## src/inc/exc_pkg.sv

```systemverilog
// constants, field layouts and carriers shared by the exception and status logic
package exc_pkg;

  // ------------------------------------------------------------------
  // register map (byte addresses on the apb bus)
  // ------------------------------------------------------------------
  localparam int APB_ADDR_W = 8;
  localparam logic [7:0] ADDR_STATUS = 8'h00;
  localparam logic [7:0] ADDR_RESUME = 8'h04;
  localparam logic [7:0] ADDR_PENDING = 8'h08;

  // ------------------------------------------------------------------
  // values after reset
  // ------------------------------------------------------------------
  localparam logic [31:0] STATUS_RESET = 32'h0040_0000;
  localparam logic [31:0] RESUME_RESET = 32'h0000_0000;
  localparam logic [1:0] SW_IRQ_RESET = 2'h0;

  // ------------------------------------------------------------------
  // write masks and field positions
  // ------------------------------------------------------------------
  localparam logic [31:0] STATUS_WR_MASK = 32'hf047_ff3f;
  localparam logic [31:0] STATUS_W1C_MASK = 32'h0010_0000;
  localparam int PEND_SW_LSB = 8;
  localparam int PEND_HW_LSB = 10;
  localparam int HW_IRQ_N = 6;

  // ------------------------------------------------------------------
  // encodings and bootstrap vectors
  // ------------------------------------------------------------------
  localparam logic PRIV_KERNEL = 1'b0;
  localparam logic PRIV_USER = 1'b1;
  localparam logic IRQ_OFF = 1'b0;
  localparam logic [31:0] BOOT_USER_TLB_MISS_VEC = 32'hbfc0_0100;
  localparam logic [31:0] BOOT_GEN_VEC = 32'hbfc0_0180;

  // status register layout, msb first
  typedef struct packed {
    logic [3:0] coproc_usable_mask;
    logic [4:0] diag_zero;
    logic boot_vector_select;
    logic tlb_shutdown_flag;
    logic parity_err_flag;
    logic isolated_miss_flag;
    logic parity_zero_bit;
    logic cache_swap_bit;
    logic cache_isolate_bit;
    logic [7:0] irq_mask_field;
    logic [1:0] low_zero;
    logic old_priv_mode;
    logic irq_en_old;
    logic prev_priv_mode;
    logic irq_en_prev;
    logic current_priv_mode;
    logic irq_en_cur;
  } status_t;

  // one data reference from the load/store unit
  typedef struct packed {
    logic valid;
    logic write;
    logic uncached;
  } data_ref_t;

  // gating of a data reference by cache isolation
  typedef struct packed {
    logic mem_wr_inhibit;
    logic mem_rd_inhibit;
    logic cache_wr_block;
    logic cache_read_force;
  } data_gate_t;

endpackage : exc_pkg

```

## src/exception_status_control.sv

```systemverilog
// exception resume address, processor status and diagnostic control
`timescale 1ns/100ps
module exception_status_control #(
  parameter logic [31:0] NORM_USER_TLB_MISS_VEC = 32'h0000_0000,
  parameter logic [31:0] NORM_GEN_VEC = 32'h0000_0080,
  parameter int CACHE_CTL_W = 4
) (
  // clock and reset
  input wire logic i_ref_clk,
  input wire logic i_rst,
  // apb slave
  input wire logic i_psel,
  input wire logic i_penable,
  input wire logic i_pwrite,
  input wire logic [exc_pkg::APB_ADDR_W-1:0] i_paddr,
  input wire logic [31:0] i_pwdata,
  input wire logic [3:0] i_pstrb,
  output logic [31:0] o_prdata,
  output logic o_pready,
  output logic o_pslverr,
  // exception events from the pipeline
  input wire logic i_exc_take,
  input wire logic [31:0] i_exc_pc,
  input wire logic i_exc_in_delay_slot,
  input wire logic [31:0] i_exc_branch_pc,
  input wire logic i_exc_return,
  // interrupt sources and request
  input wire logic [exc_pkg::HW_IRQ_N-1:0] i_hw_irq,
  output logic o_irq_req,
  // mode and coprocessor usability
  output logic o_kernel_mode,
  output logic [3:0] o_cop_usable,
  // exception vectors
  output logic [31:0] o_user_tlb_miss_vector,
  output logic [31:0] o_gen_vector,
  // cache control routing
  input wire logic [CACHE_CTL_W-1:0] i_icache_ctl,
  input wire logic [CACHE_CTL_W-1:0] i_dcache_ctl,
  output logic [CACHE_CTL_W-1:0] o_cache0_ctl,
  output logic [CACHE_CTL_W-1:0] o_cache1_ctl,
  output logic o_cache_swapped,
  // data reference gating and cache diagnostics
  input wire exc_pkg::data_ref_t i_data_ref,
  output exc_pkg::data_gate_t o_data_gate,
  input wire logic i_dload_done,
  input wire logic i_dload_miss,
  input wire logic i_parity_err,
  output logic o_parity_zero,
  // tlb protection
  input wire logic i_tlb_multi_hit,
  output logic o_tlb_inhibit
);

  // ------------------------------------------------------------------
  // state
  // ------------------------------------------------------------------
  typedef struct packed {
    exc_pkg::status_t status;
    logic [31:0] resume;
    logic [1:0] sw_ip;
    logic [exc_pkg::HW_IRQ_N-1:0] hw_ip;
    logic [exc_pkg::HW_IRQ_N-1:0] sync1;
    logic [exc_pkg::HW_IRQ_N-1:0] sync2;
    logic [exc_pkg::HW_IRQ_N-1:0] sync3;
    logic [31:0] rdata;
  } state_t;

  state_t st_q;
  state_t st_d;

  // ------------------------------------------------------------------
  // helper functions
  // ------------------------------------------------------------------
  // expand byte strobes to a bit mask
  function automatic logic [31:0] strb_mask(input logic [3:0] strb);
    logic [31:0] m;
    m = 32'h0000_0000;
    for (int i = 0; i < 4; i++) begin
      m[i*8 +: 8] = {8{strb[i]}};
    end
    return m;
  endfunction : strb_mask

  // true for an address that maps to a register
  function automatic logic addr_hit(input logic [exc_pkg::APB_ADDR_W-1:0] a);
    return (a == exc_pkg::ADDR_STATUS) || (a == exc_pkg::ADDR_RESUME) ||
           (a == exc_pkg::ADDR_PENDING);
  endfunction : addr_hit

  // software write into the status word; hardware-owned bits keep their value
  function automatic logic [31:0] status_write(input logic [31:0] cur,
                                               input logic [31:0] wd,
                                               input logic [31:0] wm);
    logic [31:0] m;
    logic [31:0] v;
    // only defined bits take writes; unused diagnostic bits stay zero
    m = wm & exc_pkg::STATUS_WR_MASK;
    v = (cur & ~m) | (wd & m);
    // writing one clears the parity error, zero leaves it
    if ((wd & wm & exc_pkg::STATUS_W1C_MASK) != 32'h0000_0000) begin
      v = v & ~exc_pkg::STATUS_W1C_MASK;
    end
    return v;
  endfunction : status_write

  // register read mux; unmapped addresses read zero
  function automatic logic [31:0] read_word(input logic [exc_pkg::APB_ADDR_W-1:0] a,
                                            input logic [31:0] stat,
                                            input logic [31:0] res,
                                            input logic [7:0] pend);
    logic [31:0] v;
    case (a)
      exc_pkg::ADDR_STATUS: v = stat;
      exc_pkg::ADDR_RESUME: v = res;
      exc_pkg::ADDR_PENDING: v = {16'h0000, pend, 8'h00};
      default: v = 32'h0000_0000;
    endcase
    return v;
  endfunction : read_word

  // push the mode/enable stack: current to previous, previous to old
  function automatic exc_pkg::status_t stack_push(input exc_pkg::status_t s);
    exc_pkg::status_t r;
    // every other field passes through untouched
    r = s;
    r.old_priv_mode = s.prev_priv_mode;
    r.irq_en_old = s.irq_en_prev;
    r.prev_priv_mode = s.current_priv_mode;
    r.irq_en_prev = s.irq_en_cur;
    r.current_priv_mode = exc_pkg::PRIV_KERNEL;
    r.irq_en_cur = exc_pkg::IRQ_OFF;
    return r;
  endfunction : stack_push

  // pop the stack: previous to current, old to previous, old stays
  function automatic exc_pkg::status_t stack_pop(input exc_pkg::status_t s);
    exc_pkg::status_t r;
    r = s;
    r.current_priv_mode = s.prev_priv_mode;
    r.irq_en_cur = s.irq_en_prev;
    r.prev_priv_mode = s.old_priv_mode;
    r.irq_en_prev = s.irq_en_old;
    return r;
  endfunction : stack_pop

  // isolation gating of one data reference; fetches never come through here
  function automatic exc_pkg::data_gate_t gate_ref(input logic iso,
                                                   input exc_pkg::data_ref_t r);
    exc_pkg::data_gate_t g;
    g = '0;
    if (iso && r.valid) begin
      g.mem_wr_inhibit = r.write;
      g.mem_rd_inhibit = !r.write;
      g.cache_wr_block = r.write && r.uncached;
      g.cache_read_force = !r.write;
    end
    return g;
  endfunction : gate_ref

  // ------------------------------------------------------------------
  // bus decode
  // ------------------------------------------------------------------
  logic setup_ph;
  logic wr_en;
  logic [31:0] wmask;
  logic [7:0] pending;

  // setup phase samples read data, access phase commits writes
  assign setup_ph = i_psel && !i_penable;
  assign wr_en = i_psel && i_penable && i_pwrite && addr_hit(i_paddr);
  assign wmask = strb_mask(i_pstrb);
  assign pending = {st_q.hw_ip, st_q.sw_ip};

  // ------------------------------------------------------------------
  // next state
  // ------------------------------------------------------------------
  always_comb begin
    logic [31:0] sv;
    sv = 32'h0000_0000;
    st_d = st_q;

    // three-stage sampling; a change counts once stages two and three agree
    st_d.sync1 = i_hw_irq;
    st_d.sync2 = st_q.sync1;
    st_d.sync3 = st_q.sync2;
    for (int b = 0; b < exc_pkg::HW_IRQ_N; b++) begin
      // each pin settles on its own; a bouncing pin does not hold the others
      if (st_q.sync2[b] == st_q.sync3[b]) begin
        st_d.hw_ip[b] = st_q.sync3[b];
      end
    end

    // read data is captured in the setup cycle
    if (setup_ph) begin
      st_d.rdata = read_word(i_paddr, st_q.status, st_q.resume, pending);
    end

    // software writes; resume address ignores them
    if (wr_en) begin
      case (i_paddr)
        exc_pkg::ADDR_STATUS: begin
          // only defined bits take writes; ts and cm stay hardware owned
          sv = status_write(st_q.status, i_pwdata, wmask);
          st_d.status = exc_pkg::status_t'(sv);
        end
        exc_pkg::ADDR_PENDING: begin
          if (wmask[exc_pkg::PEND_SW_LSB]) begin
            st_d.sw_ip = i_pwdata[exc_pkg::PEND_SW_LSB +: 2];
          end
        end
        default: begin
          st_d.sw_ip = st_d.sw_ip;
        end
      endcase
    end

    // exception entry pushes the status after a software write in the same cycle
    if (i_exc_take) begin
      // delay-slot faults restart at the branch, others at the fault itself
      if (i_exc_in_delay_slot) begin
        st_d.resume = i_exc_branch_pc;
      end else begin
        st_d.resume = i_exc_pc;
      end
      // push: current moves to previous, previous to old
      st_d.status = stack_push(st_d.status);
    end else if (i_exc_return) begin
      // pop: old stays, and also fills previous
      st_d.status = stack_pop(st_d.status);
    end

    // parity error set wins over a clear in the same cycle
    if (i_parity_err) begin
      st_d.status.parity_err_flag = 1'b1;
    end

    // tlb shutdown is sticky until reset
    if (i_tlb_multi_hit) begin
      st_d.status.tlb_shutdown_flag = 1'b1;
    end

    // miss flag follows data cache loads while isolated
    if (st_q.status.cache_isolate_bit && i_dload_done) begin
      st_d.status.isolated_miss_flag = i_dload_miss;
    end

    // unused diagnostic and low bits always hold zero
    st_d.status.diag_zero = 5'h00;
    st_d.status.low_zero = 2'h0;
  end

  // ------------------------------------------------------------------
  // state register
  // ------------------------------------------------------------------
  always_ff @(posedge i_ref_clk or posedge i_rst) begin
    if (i_rst) begin
      st_q.status <= exc_pkg::status_t'(exc_pkg::STATUS_RESET);
      st_q.resume <= exc_pkg::RESUME_RESET;
      st_q.sw_ip <= exc_pkg::SW_IRQ_RESET;
      st_q.hw_ip <= '0;
      st_q.sync1 <= '0;
      st_q.sync2 <= '0;
      st_q.sync3 <= '0;
      st_q.rdata <= 32'h0000_0000;
    end else begin
      st_q <= st_d;
    end
  end

  // ------------------------------------------------------------------
  // bus answers
  // ------------------------------------------------------------------
  // zero wait states; unmapped addresses answer with an error
  assign o_prdata = st_q.rdata;
  assign o_pready = 1'b1;
  assign o_pslverr = i_psel && i_penable && !addr_hit(i_paddr);

  // ------------------------------------------------------------------
  // mode, interrupt and vectors
  // ------------------------------------------------------------------
  // kernel when the current mode bit is zero
  assign o_kernel_mode = (st_q.status.current_priv_mode == exc_pkg::PRIV_KERNEL);

  // coprocessor zero forced usable in kernel mode
  assign o_cop_usable = st_q.status.coproc_usable_mask |
                        {3'h0, o_kernel_mode};

  // interrupt needs the enable and a matching mask and pending bit
  assign o_irq_req = st_q.status.irq_en_cur &&
                     ((st_q.status.irq_mask_field & pending) != 8'h00);

  // bootstrap vectors when the boot bit is set
  assign o_user_tlb_miss_vector = st_q.status.boot_vector_select ?
                         exc_pkg::BOOT_USER_TLB_MISS_VEC : NORM_USER_TLB_MISS_VEC;
  assign o_gen_vector = st_q.status.boot_vector_select ?
                        exc_pkg::BOOT_GEN_VEC : NORM_GEN_VEC;

  // ------------------------------------------------------------------
  // cache routing and isolation
  // ------------------------------------------------------------------
  // swapped caches trade control signals; software keeps the switch quiet
  assign o_cache_swapped = st_q.status.cache_swap_bit;
  for (genvar b = 0; b < CACHE_CTL_W; b++) begin : g_route
    // each control line crosses over bit for bit
    assign o_cache0_ctl[b] = st_q.status.cache_swap_bit ?
                             i_dcache_ctl[b] : i_icache_ctl[b];
    assign o_cache1_ctl[b] = st_q.status.cache_swap_bit ?
                             i_icache_ctl[b] : i_dcache_ctl[b];
  end

  // isolation gates data references only; fetches have no path here
  assign o_data_gate = gate_ref(st_q.status.cache_isolate_bit, i_data_ref);

  // ------------------------------------------------------------------
  // parity and tlb controls
  // ------------------------------------------------------------------
  assign o_parity_zero = st_q.status.parity_zero_bit;
  assign o_tlb_inhibit = st_q.status.tlb_shutdown_flag;

endmodule : exception_status_control

```

## config.mk

```make
export PLATFORM = sky130hd
export DESIGN_NAME = exception_status_control
export DESIGN_NICKNAME = d
export VERILOG_FILES = /design/src/inc/exc_pkg.sv /design/src/exception_status_control.sv
export SDC_FILE = /design/constraint.sdc
export NUM_CORES = 1
export LEC_CHECK = 0
export BUFFER_PORTS_ARGS = -buffer_cell sky130_fd_sc_hd__clkbuf_2
export CAP_MARGIN = 20
export CORE_UTILIZATION = 48
export CTS_CLUSTER_SIZE = 8
export DETAILED_ROUTE_END_ITERATION = 12
export HOLD_SLACK_MARGIN = 0.1
export PLACE_DENSITY = 0.78
export SETUP_SLACK_MARGIN = 0.1
export SLEW_MARGIN = 20
export SYNTH_ARGS = -nofsm -noshare
export SYNTH_HDL_FRONTEND = slang
export SYNTH_SLANG_ARGS = --single-unit
```

## constraint.sdc

```tcl
create_clock -name i_ref_clk -period 3.8 [get_ports i_ref_clk]
set_input_delay 0.38 -clock i_ref_clk [delete_from_list [all_inputs] [get_ports i_ref_clk]]
set_output_delay 0.38 -clock i_ref_clk [all_outputs]
set_load 0.01 [all_outputs]
```

==> implementation parameters, run 1 <==
Parameter                              Value

Status
  Status    finished, violations left
  Violations in the final reports    design-rule violations

Placed design
  HPWL after detailed placement    approximately 9.4 mm
  # port buffers    roughly 200
  Placed Cells incl. Taps    about 780
  Gp weighted congestion    around 0.81

Global route
  Wire length of the first global-routing pass    ~21 mm
  Aggregate global-route resource usage    0.218
  Largest net degree at the start of global routing    64
  Number of global-route vias before repair    about 4200
  GR Overflow Total    0
  Initial antenna violation count    0

CTS
  Cells resized by post-CTS repair    0
  Root buffer selected by CTS    sky130_fd_sc_hd__clkbuf_16
  Clock net sink count    115
  Number of H-tree levels    4
  TritonCTS Buffers    17
  Number of post-CTS setup repair buffers    0
  Clock-pin slew of the registers on the worst-case setup and hold paths    50 ps
  TritonCTS clock tree    yes
  Clock Latency Late Sink    a little over 400 ps
  CTS max path bufs    2

Worst setup path
  Required time reported for the critical path endpoint    about 3400 ps
  Total buffers and inverters traversed by the critical path    2
  Ordered cell list for the critical path    clkbuf_2, or4_4, or2_2, a21o_1, and3_1, clkbuf_2
  Cell with the largest stage delay on the worst path    sky130_fd_sc_hd__or4_4
  Kind of end point of the critical path    output pin
  Slowest Stage Delay on Critical Path    approximately 560 ps
  Data arrival, critical path    around 1800 ps
  Most frequent cell on the critical path    sky130_fd_sc_hd__clkbuf_2
  Maximum fanout along the worst path    3
  Type of the setup path with the least slack    input port to output pin
  Type of element launching the critical path    input port
  Top delay family on crit path    simple AND/OR/NAND/NOR gates

Die
  Floorplan die area    approximately 12000 sq um
  Std-Cell Core Area    around 12000 sq um
  Initial core utilization    0.499
  Die width    112 um
  Die Y    112 um
  I/O pin count    around 260
  Count of standard-cell rows    39

Timing
  Highest achievable clock rate    about 450 MHz
  Sum of negative setup slack    0 ps
  Tmin final    2210 ps
  Period utilization    0.582
  Relative slew margins    0.320
  Measured slew at the worst slew-check pin    1020 ps
  Worst hold margin    between 90 and 100 ps
  Max-slew violation count    0
  Final setup violation count    0
  Final worst clock skew    around 7.4 ps
  Setup repair after global routing missed its margin    false
  Number of hold violations in the final report    0

Yosys
  Top FF cell, synth    sky130_fd_sc_hd__dfrtp_1
  Number of flip-flops and latches in the synthesized netlist    around 120
  Count of different cell masters after synthesis    38
  Biggest area consumer among synthesized cells    sky130_fd_sc_hd__dfrtp_1
  Mux share of post-synthesis cell area    0.181
  Post-Syn Area per Cell    approximately 11 sq um
  Area of the mapped netlist    between 5000 and 6000 sq um
  FFs w/ async S/R, synth    1.00
  Synth warnings    0
  Post-synthesis xor/xnor area fraction    0
  Top cells by area in the synthesized netlist    sky130_fd_sc_hd__dfrtp_1 (49%), sky130_fd_sc_hd__buf_4 (13%), sky130_fd_sc_hd__mux2i_1 (10%), sky130_fd_sc_hd__mux2_2 (6.0%), sky130_fd_sc_hd__a21oi_1 (2.8%)
  Number of enable-type register cells in the synthesized netlist    0
  Area share of fa/ha/maj cells after synthesis    0.0104
  Most frequent cell after synthesis    sky130_fd_sc_hd__dfrtp_1
  Dominant combinational cell family by area after synthesis    multiplexers
  Most frequent cells after synthesis    sky130_fd_sc_hd__dfrtp_1 (114), sky130_fd_sc_hd__buf_4 (102), sky130_fd_sc_hd__mux2i_1 (59), sky130_fd_sc_hd__nor2_1 (35), sky130_fd_sc_hd__a21oi_1 (32)
  Synthesized instance count    515
  Simple-gate portion of the synthesized area    0.0663
  Fraction of post-synthesis cell area in the top cell type by area    0.494
  Sequential share of the synthesized area    0.498
  Synth Area in Compound Gates    0.0893

Routing
  Drt initial violations    223
  Routed length on met2    approximately 6.5 mm
  Via total after detailed routing    a little over 4000
  Antenna-violating nets left    0
  Routed WL    around 13 mm
  DRC viols    16
  Post-DR vias/cell    approximately 5
  Iteration count of the initial detailed-routing pass    9
  Post-Route M1 WL    between 5 and 6 mm
  Highest Signal Layer    met4
  Total met3 wirelength after detailed routing    approximately 630 um
  Avg WL per Cell    between 15 and 20 um

Power and ir drop
  Worst vdd rail ir drop    between 0.0002 and 0.0003 V
  Total leakage power    between 3 and 4 nW
  Cell-internal power    around 2.5 mW
  Part of the power in registers    0.407
  Clock network power share    0.506
  Power density cells    around 460 nW/um^2
  Switching pwr    around 0.75 mW
  Net switching fraction of the power    0.231
  Share of total power in combinational logic    0.087

Flow run
  Number of maximum-capacitance constraint violations    0

Layout
  Non-filler instance count after layout    820
  Share of final-layout standard cells stronger than drive strength 1    0.414
  Syn-to-layout area delta    21.2%
  Fillcell total    956
  Number of nets at the end of the flow    roughly 800
  Ant. Diodes    0

Hold path
  Type of the most critical hold path    input port to asynchronous set/reset pin
==> metal layers <==
metal	up-vias	global-route usage
li1	1939	-
met1	1995	0.281
met2	170	0.352
met3	19	0.0506
met4	0	0.0982
met5	-	0
==> power groups by stage <==
stage	Combinational, mW	Sequential, mW	Clock [mW]
floorplan	0.203	1.33	0
global placement	0.266	1.33	0
detailed placement	0.277	1.34	0
CTS	0.284	1.32	1.67
global route	0.314	1.32	1.73
finish	0.282	1.32	1.64
==> final timing paths <==
kind	slack (ps)	cells after the start	start	end
worst max-delay path	1590	6	i_paddr[1]	o_pslverr
worst min-delay path	100	2	i_rst	o_prdata[26]
worst max register to register	2510	2	st_q[92]	st_q[92]
worst min register to register	350	0	st_d[40]	st_d[34]
max in group asynchronous	2780	3	i_rst	asynchronous set/reset pin
min in group i_ref_clk	170	2	i_parity_err	st_q[110]
==> kinds of logic after synthesis <==
family,Yosys count
adder cells (fa/ha/maj),6
buffers and inverters,131
AO/OA/AOI/OAI,84
AND/OR/NAND/NOR,83
flip-flops,115
other,2
multiplexers,94
==> final cells by class <==
cell class | instances | area [sq um] | area share
flip-flops and latches | 115 | 2880 | 0.411
multi-input cells | 312 | 2170 | 0.310
inverters | 4 | 17.5 | 0.00250
clock inverters | 11 | 153 | 0.0218
repair buffers | 214 | 1130 | 0.162
well taps | 143 | 179 | 0.0256
clock buffers | 21 | 470 | 0.0672
==> worst register-to-register path: stages, from the launching register on <==
cell,delay (ps)
sky130_fd_sc_hd__dfrtp_1,420
sky130_fd_sc_hd__mux2_2,270
sky130_fd_sc_hd__mux4_1,470
==> through the flow <==
step	total power [mW]	area (sq um)	setup WS, ps	utilization
floorplan	1.53	5940	378	-
global placement	1.60	6300	1350	0.545
detailed placement	1.61	6300	1290	0.545
CTS	3.27	6980	1580	0.604
global route	3.36	7000	1530	0.605
finish	3.24	7000	1590	0.605
==> cells in the final DEF, fill, tap and decap left out, drive strengths merged, types with 4 or more instances in the layout <==
| master | n |
|---|---|
| clkbuf | 222 |
| o21ai | 25 |
| a21oi | 32 |
| a22o | 15 |
| inv | 4 |
| mux2 | 31 |
| nor2 | 36 |
| mux4 | 4 |
| maj3 | 6 |
| buf | 7 |
| clkinv | 5 |
| a22oi | 4 |
| nand2 | 31 |
| conb | 45 |
| mux2i | 59 |
| dlygate4sd3 | 6 |
| dfrtp | 114 |
==> what timing repair did <==
action | in CTS | in global routing
endpoints found under the setup margin | 0 | 0
endpoints found under the hold margin | 6 | 0
hold buffers | 6 | 0
Note: power is estimated with default switching activity, not from simulation.
==> inputs of run 2 (changes only) <==
==> constraint.sdc (replaced) <==
create_clock -name i_ref_clk -period 2.2 [get_ports i_ref_clk]
set_input_delay 0.22 -clock i_ref_clk [delete_from_list [all_inputs] [get_ports i_ref_clk]]
set_output_delay 0.22 -clock i_ref_clk [all_outputs]
set_load 0.01 [all_outputs]
==> run 2 against run 1 <==
The flow still finishes with violations (design-rule violations). Flip-flop and latch count stayed put. Highest routed layer unchanged. Count of clock-buffer cells in the layout decreased by 4. Largest power group unchanged. Final area increased by 2.4%. Clock skew fell by 1.6 ps. Setup slack worse by 1400 ps. Hold slack better by 18 ps. Critical path type is now input port to flip-flop. Via count increased by 3.7%. First-iteration DRC count rose by 3.1%. Utilization rose by 1.5 points.
==> implementation parameters, run 2 (synthesized netlist as in run 1, its figures left out) <==
Parameter                              Value

Status
  Status    finished, violations left
  Violations in the final reports    design-rule violations

Placed design
  # port buffers    201 (unchanged)
  Cell area after placement    6350 sq um (+0.89%)
  HPWL after detailed placement    9.56 mm (+1.7%)
  Placed Cells incl. Taps    785 (+0.51%)
  Gp weighted congestion    0.795 (-1.4%)

Timing
  Setup repair after global routing missed its margin    false
  Number of hold violations in the final report    0 (unchanged)
  Max-slew violation count    0 (unchanged)
  Tmin final    between 1500 and 2000 ps
  Final worst clock skew    5.75 ps (-1.62 ps)
  Period utilization    0.895
  Relative slew margins    0.557 (+0.236)
  Highest achievable clock rate    between 500 and 600 MHz
  Final setup violation count    0 (unchanged)
  Measured slew at the worst slew-check pin    665 ps (-355 ps)

Die
  Die width    112 um (unchanged)
  I/O pin count    256 (unchanged)
  Floorplan die area    12500 sq um (unchanged)
  Die Y    112 um (unchanged)
  Initial core utilization    0.499 (unchanged)
  Count of standard-cell rows    39 (unchanged)
  Std-Cell Core Area    11600 sq um (unchanged)

Routing
  DRC viols    16 (unchanged)
  Via total after detailed routing    4275 (+3.7%)
  Routed WL    13.8 mm (+5.5%)
  Drt initial violations    230 (+3.1%)
  Post-DR vias/cell    5.07 (+0.74%)
  Iteration count of the initial detailed-routing pass    8 (-1)
  Antenna-violating nets left    0 (unchanged)
  Avg WL per Cell    16.4 um (+2.5%)
  Total met3 wirelength after detailed routing    830 um (+31%)
  Post-Route M1 WL    5.81 mm (+0.68%)
  Routed length on met2    6.83 mm (+5.8%)
  Highest Signal Layer    met4

Power and ir drop
  Clock network power share    0.475 (-0.031)
  Part of the power in registers    0.426 (+0.019)
  Power density cells    743 nW/um^2 (+61%)
  Net switching fraction of the power    0.265 (+0.0335)
  Share of total power in combinational logic    0.099 (+0.012)
  Cell-internal power    3.92 mW (+57%)
  Switching pwr    1.41 mW (+88%)
  Total leakage power    3.73 nW (+1.7%)
  Worst vdd rail ir drop    0.000397 V (+37%)

Global route
  GR Overflow Total    0 (unchanged)
  Largest net degree at the start of global routing    116 (+81%)
  Wire length of the first global-routing pass    21.5 mm (+3.7%)
  Number of global-route vias before repair    4190 (+0.58%)
  Aggregate global-route resource usage    0.226 (+0.00821)
  Initial antenna violation count    0 (unchanged)

Worst setup path
  Required time reported for the critical path endpoint    2480 ps (-940 ps)
  Type of the setup path with the least slack    input port to flip-flop
  Kind of end point of the critical path    flip-flop
  Ordered cell list for the critical path    clkbuf_2, or4_4, nor4_4, buf_4, nand3_1, a21o_1, dlygate4sd3_1
  Total buffers and inverters traversed by the critical path    3 (+1)
  Type of element launching the critical path    input port
  Cell with the largest stage delay on the worst path    sky130_fd_sc_hd__or4_4
  Slowest Stage Delay on Critical Path    580 ps (+20 ps)
  Data arrival, critical path    2250 ps (+420 ps)
  Top delay family on crit path    simple AND/OR/NAND/NOR gates
  Maximum fanout along the worst path    6 (+3)

CTS
  Clock-pin slew of the registers on the worst-case setup and hold paths    60 ps (about the same)
  CTS max path bufs    2 (unchanged)
  Clock Latency Late Sink    410 ps (about the same)
  Number of H-tree levels    4 (unchanged)
  Number of post-CTS setup repair buffers    0 (unchanged)
  TritonCTS clock tree    yes
  TritonCTS Buffers    17 (unchanged)
  Clock net sink count    115 (unchanged)
  Root buffer selected by CTS    sky130_fd_sc_hd__clkbuf_16

Flow run
  Number of maximum-capacitance constraint violations    0 (unchanged)

Layout
  Share of final-layout standard cells stronger than drive strength 1    0.405 (-0.00845)
  Ant. Diodes    0 (unchanged)
  Leading cell types in the layout, fill and taps excluded    sky130_fd_sc_hd__clkbuf_2 (201), sky130_fd_sc_hd__dfrtp_1 (114), sky130_fd_sc_hd__mux2i_1 (59), sky130_fd_sc_hd__conb_1 (45), sky130_fd_sc_hd__nor2_1 (35)
  Non-filler instance count after layout    844 (+2.9%)
  Fillcell total    900 (-5.9%)
  Syn-to-layout area delta    24.2%
  Most common library cell in the layout ignoring fill and taps    sky130_fd_sc_hd__clkbuf_2
  Final design instance area without fill    7170 sq um (+2.4%)
  Number of nets at the end of the flow    825 (+3.0%)

Hold path
  Type of the most critical hold path    input port to flip-flop
## run 2: what timing repair did
action | in CTS | in global routing
endpoints found under the hold margin | 141 | 0
gates resized for setup | 0 | 0
hold buffers | 27 | 0
## run 2: final cells by class
type / instances / area [sq um] / share of cell area
flip-flops and latches: 115 / 2880 / 0.401
repair buffers: 238 / 1380 / 0.192
clock inverters: 15 / 123 / 0.0171
well taps: 143 / 179 / 0.0249
inverters: 4 / 18.8 / 0.00262
clock buffers: 17 / 425 / 0.0593
multi-input cells: 312 / 2170 / 0.303
## run 2: metal layers
metal / vias up / global-route usage
met5: - / 0
met2: 205 / 0.369
met3: 28 / 0.0506
met4: 0 / 0.104
li1: 1996 / -
met1: 2046 / 0.288
## run 2: final timing paths
check / start / endpoint / slack, ps / cells after the start
max: i_paddr[1] / st_q[110] / 230 / 7
min: i_exc_pc[3] / st_q[61] / 120 / 3
max reg2reg: st_q[93] / st_q[93] / 900 / 2
min reg2reg: st_d[43] / st_d[37] / 350 / 0
max in group asynchronous: i_rst / st_q[89] / 1210 / 4
min in group asynchronous: i_rst / st_d[32] / 540 / 4
## run 2: power groups by stage
stage	registers (mW)	logic [mW]	clock network, mW
after floorplan	2.29	0.351	0
after global placement	2.30	0.471	0
after detailed placement	2.31	0.488	0
after CTS	2.27	0.528	2.58
after global routing	2.28	0.580	2.67
final	2.27	0.525	2.53
## run 2: tightest hold or removal path, delay by kind of cell
family	cells	cell delay (ps)
compound gates	1	130
mux	1	50
buf+inv	1	70
## run 2: stage by stage
step                      setup TNS, ps  setup slack [ps]  utilization  hold slack (ps)  total power, mW
after floorplan                       0               126            -              251             2.64
after global placement             -188             -47.1        0.549              330             2.77
after detailed placement           -453              -117        0.549              330             2.79
after CTS                             0               252        0.620              111             5.38
after global routing                  0               182        0.620              125             5.53
final                                 0               231        0.620              118             5.33
==> inputs of run 3 (changes only) <==
--- a/config.mk
+++ b/config.mk
@@ -11,6 +11,7 @@
 export CTS_CLUSTER_SIZE = 8
 export DETAILED_ROUTE_END_ITERATION = 12
 export HOLD_SLACK_MARGIN = 0.1
+export MAX_ROUTING_LAYER = met4
 export PLACE_DENSITY = 0.78
 export SETUP_SLACK_MARGIN = 0.1
 export SLEW_MARGIN = 20
==> run 3 against run 2 <==
The flow still finishes with violations (design-rule violations). Critical path depth stayed put. Fmax is 0.29% higher. Cell count stayed put. Count of clock-buffer cells in the layout stayed put. Die area stayed put. Largest power group unchanged. Sequential power hardly changed. Hold slack better by 0.57 ps. Via count is 0.68% lower. Global-route usage is 0.72 points higher. First-iteration DRC count is 4.8% higher.
==> implementation parameters, run 3 (synthesized netlist as in run 1, its figures left out) <==
Parameter                              Value

Routing
  Via total after detailed routing    4246 (-0.68%)
  Iteration count of the initial detailed-routing pass    8 (unchanged)
  Antenna-violating nets left    0 (unchanged)
  Post-DR vias/cell    5.03 (-0.68%)
  Avg WL per Cell    16.3 um (-0.18%)
  Routed WL    13.8 mm (-0.18%)
  DRC viols    16 (unchanged)
  Drt initial violations    241 (+4.8%)

Power and ir drop
  Total leakage power    3.73 nW (unchanged)
  Power density cells    742 nW/um^2 (-0.11%)
  Total chip power    5.32 mW (-0.11%)
  Worst vdd rail ir drop    0.000398 V (+0.34%)

Placed design
  Post-Place Worst Slack    -117 ps (unchanged)
  # port buffers    201 (unchanged)
  Gp weighted congestion    0.806 (+1.4%)
  HPWL after detailed placement    9.56 mm (unchanged)

Layout
  Utilization of the core after routing    0.620 (unchanged)
  Syn-to-layout area delta    24.2% (unchanged)
  Leading cell types in the layout, fill and taps excluded    sky130_fd_sc_hd__clkbuf_2 (201), sky130_fd_sc_hd__dfrtp_1 (114), sky130_fd_sc_hd__mux2i_1 (59), sky130_fd_sc_hd__conb_1 (45), sky130_fd_sc_hd__nor2_1 (35)
  Most common library cell in the layout ignoring fill and taps    sky130_fd_sc_hd__clkbuf_2
  Number of nets at the end of the flow    825 (unchanged)
  Fillcell total    900 (unchanged)
  Share of final-layout standard cells stronger than drive strength 1    0.405 (unchanged)
  Ant. Diodes    0 (unchanged)

Die
  Std-Cell Core Area    11600 sq um (unchanged)
  Die width    112 um (unchanged)
  Floorplan die area    12500 sq um (unchanged)
  Initial core utilization    0.499 (unchanged)
  Die Y    112 um (unchanged)
  I/O pin count    256 (unchanged)
  Count of standard-cell rows    39 (unchanged)

Global route
  Number of global-route vias before repair    4191 (+0.024%)
  Largest net degree at the start of global routing    116 (unchanged)
  Wire length of the first global-routing pass    21.5 mm (unchanged)
  GR Overflow Total    0 (unchanged)
  Aggregate global-route resource usage    0.234 (+0.00721)
  Initial antenna violation count    0 (unchanged)

Timing
  Tmin final    1960 ps (-5.72 ps)
  Final setup violation count    0 (unchanged)
  Relative slew margins    0.564 (+0.00725)
  Worst hold margin    118 ps (+0.570 ps)
  Final setup margin    237 ps (+5.72 ps)
  Setup repair after global routing missed its margin    false
  Final worst clock skew    8.99 ps (+3.24 ps)
  Measured slew at the worst slew-check pin    654 ps (-10.9 ps)
  Period utilization    0.892 (-0.00260)
  Highest achievable clock rate    509 MHz (+0.29%)
  Number of hold violations in the final report    0 (unchanged)
  Max-slew violation count    0 (unchanged)

Worst setup path
  Kind of end point of the critical path    flip-flop
  Type of element launching the critical path    input port
  Origin of the worst setup path    i_paddr[1]
  Data arrival, critical path    2250 ps (about the same)
  Type of the setup path with the least slack    input port to flip-flop
  Startpoint of the worst register-to-register path    st_q[93]
  Required time reported for the critical path endpoint    2490 ps (about the same)
  Maximum fanout along the worst path    6 (unchanged)

CTS
  CTS max path bufs    2 (unchanged)
  Clock Latency Late Sink    410 ps (about the same)
  Number of H-tree levels    4 (unchanged)
  Number of post-CTS setup repair buffers    0 (unchanged)
  Post-CTS Hold Buffers    27 (unchanged)
  Clock net sink count    115 (unchanged)
  Clock-pin slew of the registers on the worst-case setup and hold paths    60 ps (about the same)
  TritonCTS Buffers    17 (unchanged)
  Root buffer selected by CTS    sky130_fd_sc_hd__clkbuf_16
  Cells resized by post-CTS repair    0 (unchanged)
  TritonCTS clock tree    yes

Hold path
  Start point of the worst min-delay path    i_exc_pc[3]
  Type of the most critical hold path    input port to flip-flop

Status
  Violations in the final reports    design-rule violations
  Status    finished, violations left

Flow run
  Number of maximum-capacitance constraint violations    0 (unchanged)
==> run 3: cell counts in the layout (fill, tap and decap cells not counted) <==
Identical to the previous run, type by type.
==> run 3: critical path, stage by stage <==
cell                            delay (ps)
sky130_fd_sc_hd__clkbuf_2              110
sky130_fd_sc_hd__or4_4                 580
sky130_fd_sc_hd__nor4_4                300
sky130_fd_sc_hd__buf_4                 230
sky130_fd_sc_hd__nand3_1                90
sky130_fd_sc_hd__a21o_1                180
sky130_fd_sc_hd__dlygate4sd3_1         550
==> run 3: metrics by stage <==
step           std cells  cell area (sq um)  setup TNS [ps]
2_1_floorplan        558               5940               0
3_3_place_gp         785               6350            -188
3_5_place_dp         785               6350            -453
4_1_cts              844               7170               0
5_1_grt              844               7170               0
6_report             844               7170               0
==> run 3: layout make-up <==
cell class | instances | area [sq um] | share of cell area
flip-flops and latches | 115 | 2880 | 0.401
clock buffers | 17 | 425 | 0.0593
repair buffers | 238 | 1380 | 0.192
clock inverters | 15 | 123 | 0.0171
multi-input cells | 312 | 2170 | 0.303
well taps | 143 | 179 | 0.0249
inverters | 4 | 18.8 | 0.00262
==> run 3: worst paths after layout <==
check / slack (ps) / to / cells past startpoint
worst max-delay path: 240 / st_q[110] / 7
worst min-delay path: 120 / st_q[61] / 3
worst max register to register: 900 / st_q[93] / 2
worst min register to register: 350 / st_d[37] / 0
max in group asynchronous: 1190 / st_q[64] / 4
min in group asynchronous: 520 / st_d[32] / 4
==> run 3: per-layer routing <==
layer | vias to the layer above | wire length, um | GRT usage
met5 | - | 0 | -
met2 | 190 | 6870 | 0.370
li1 | 1990 | - | -
met1 | 2043 | 5800 | 0.291
met4 | 0 | 293 | 0.104
met3 | 23 | 824 | 0.0463
==> run 3: power breakdown <==
group	leakage (nW)	internal, mW	switching (mW)
logic	2.02	0.240	0.285
clock network	0.258	1.46	1.06
registers	1.45	2.21	0.0588
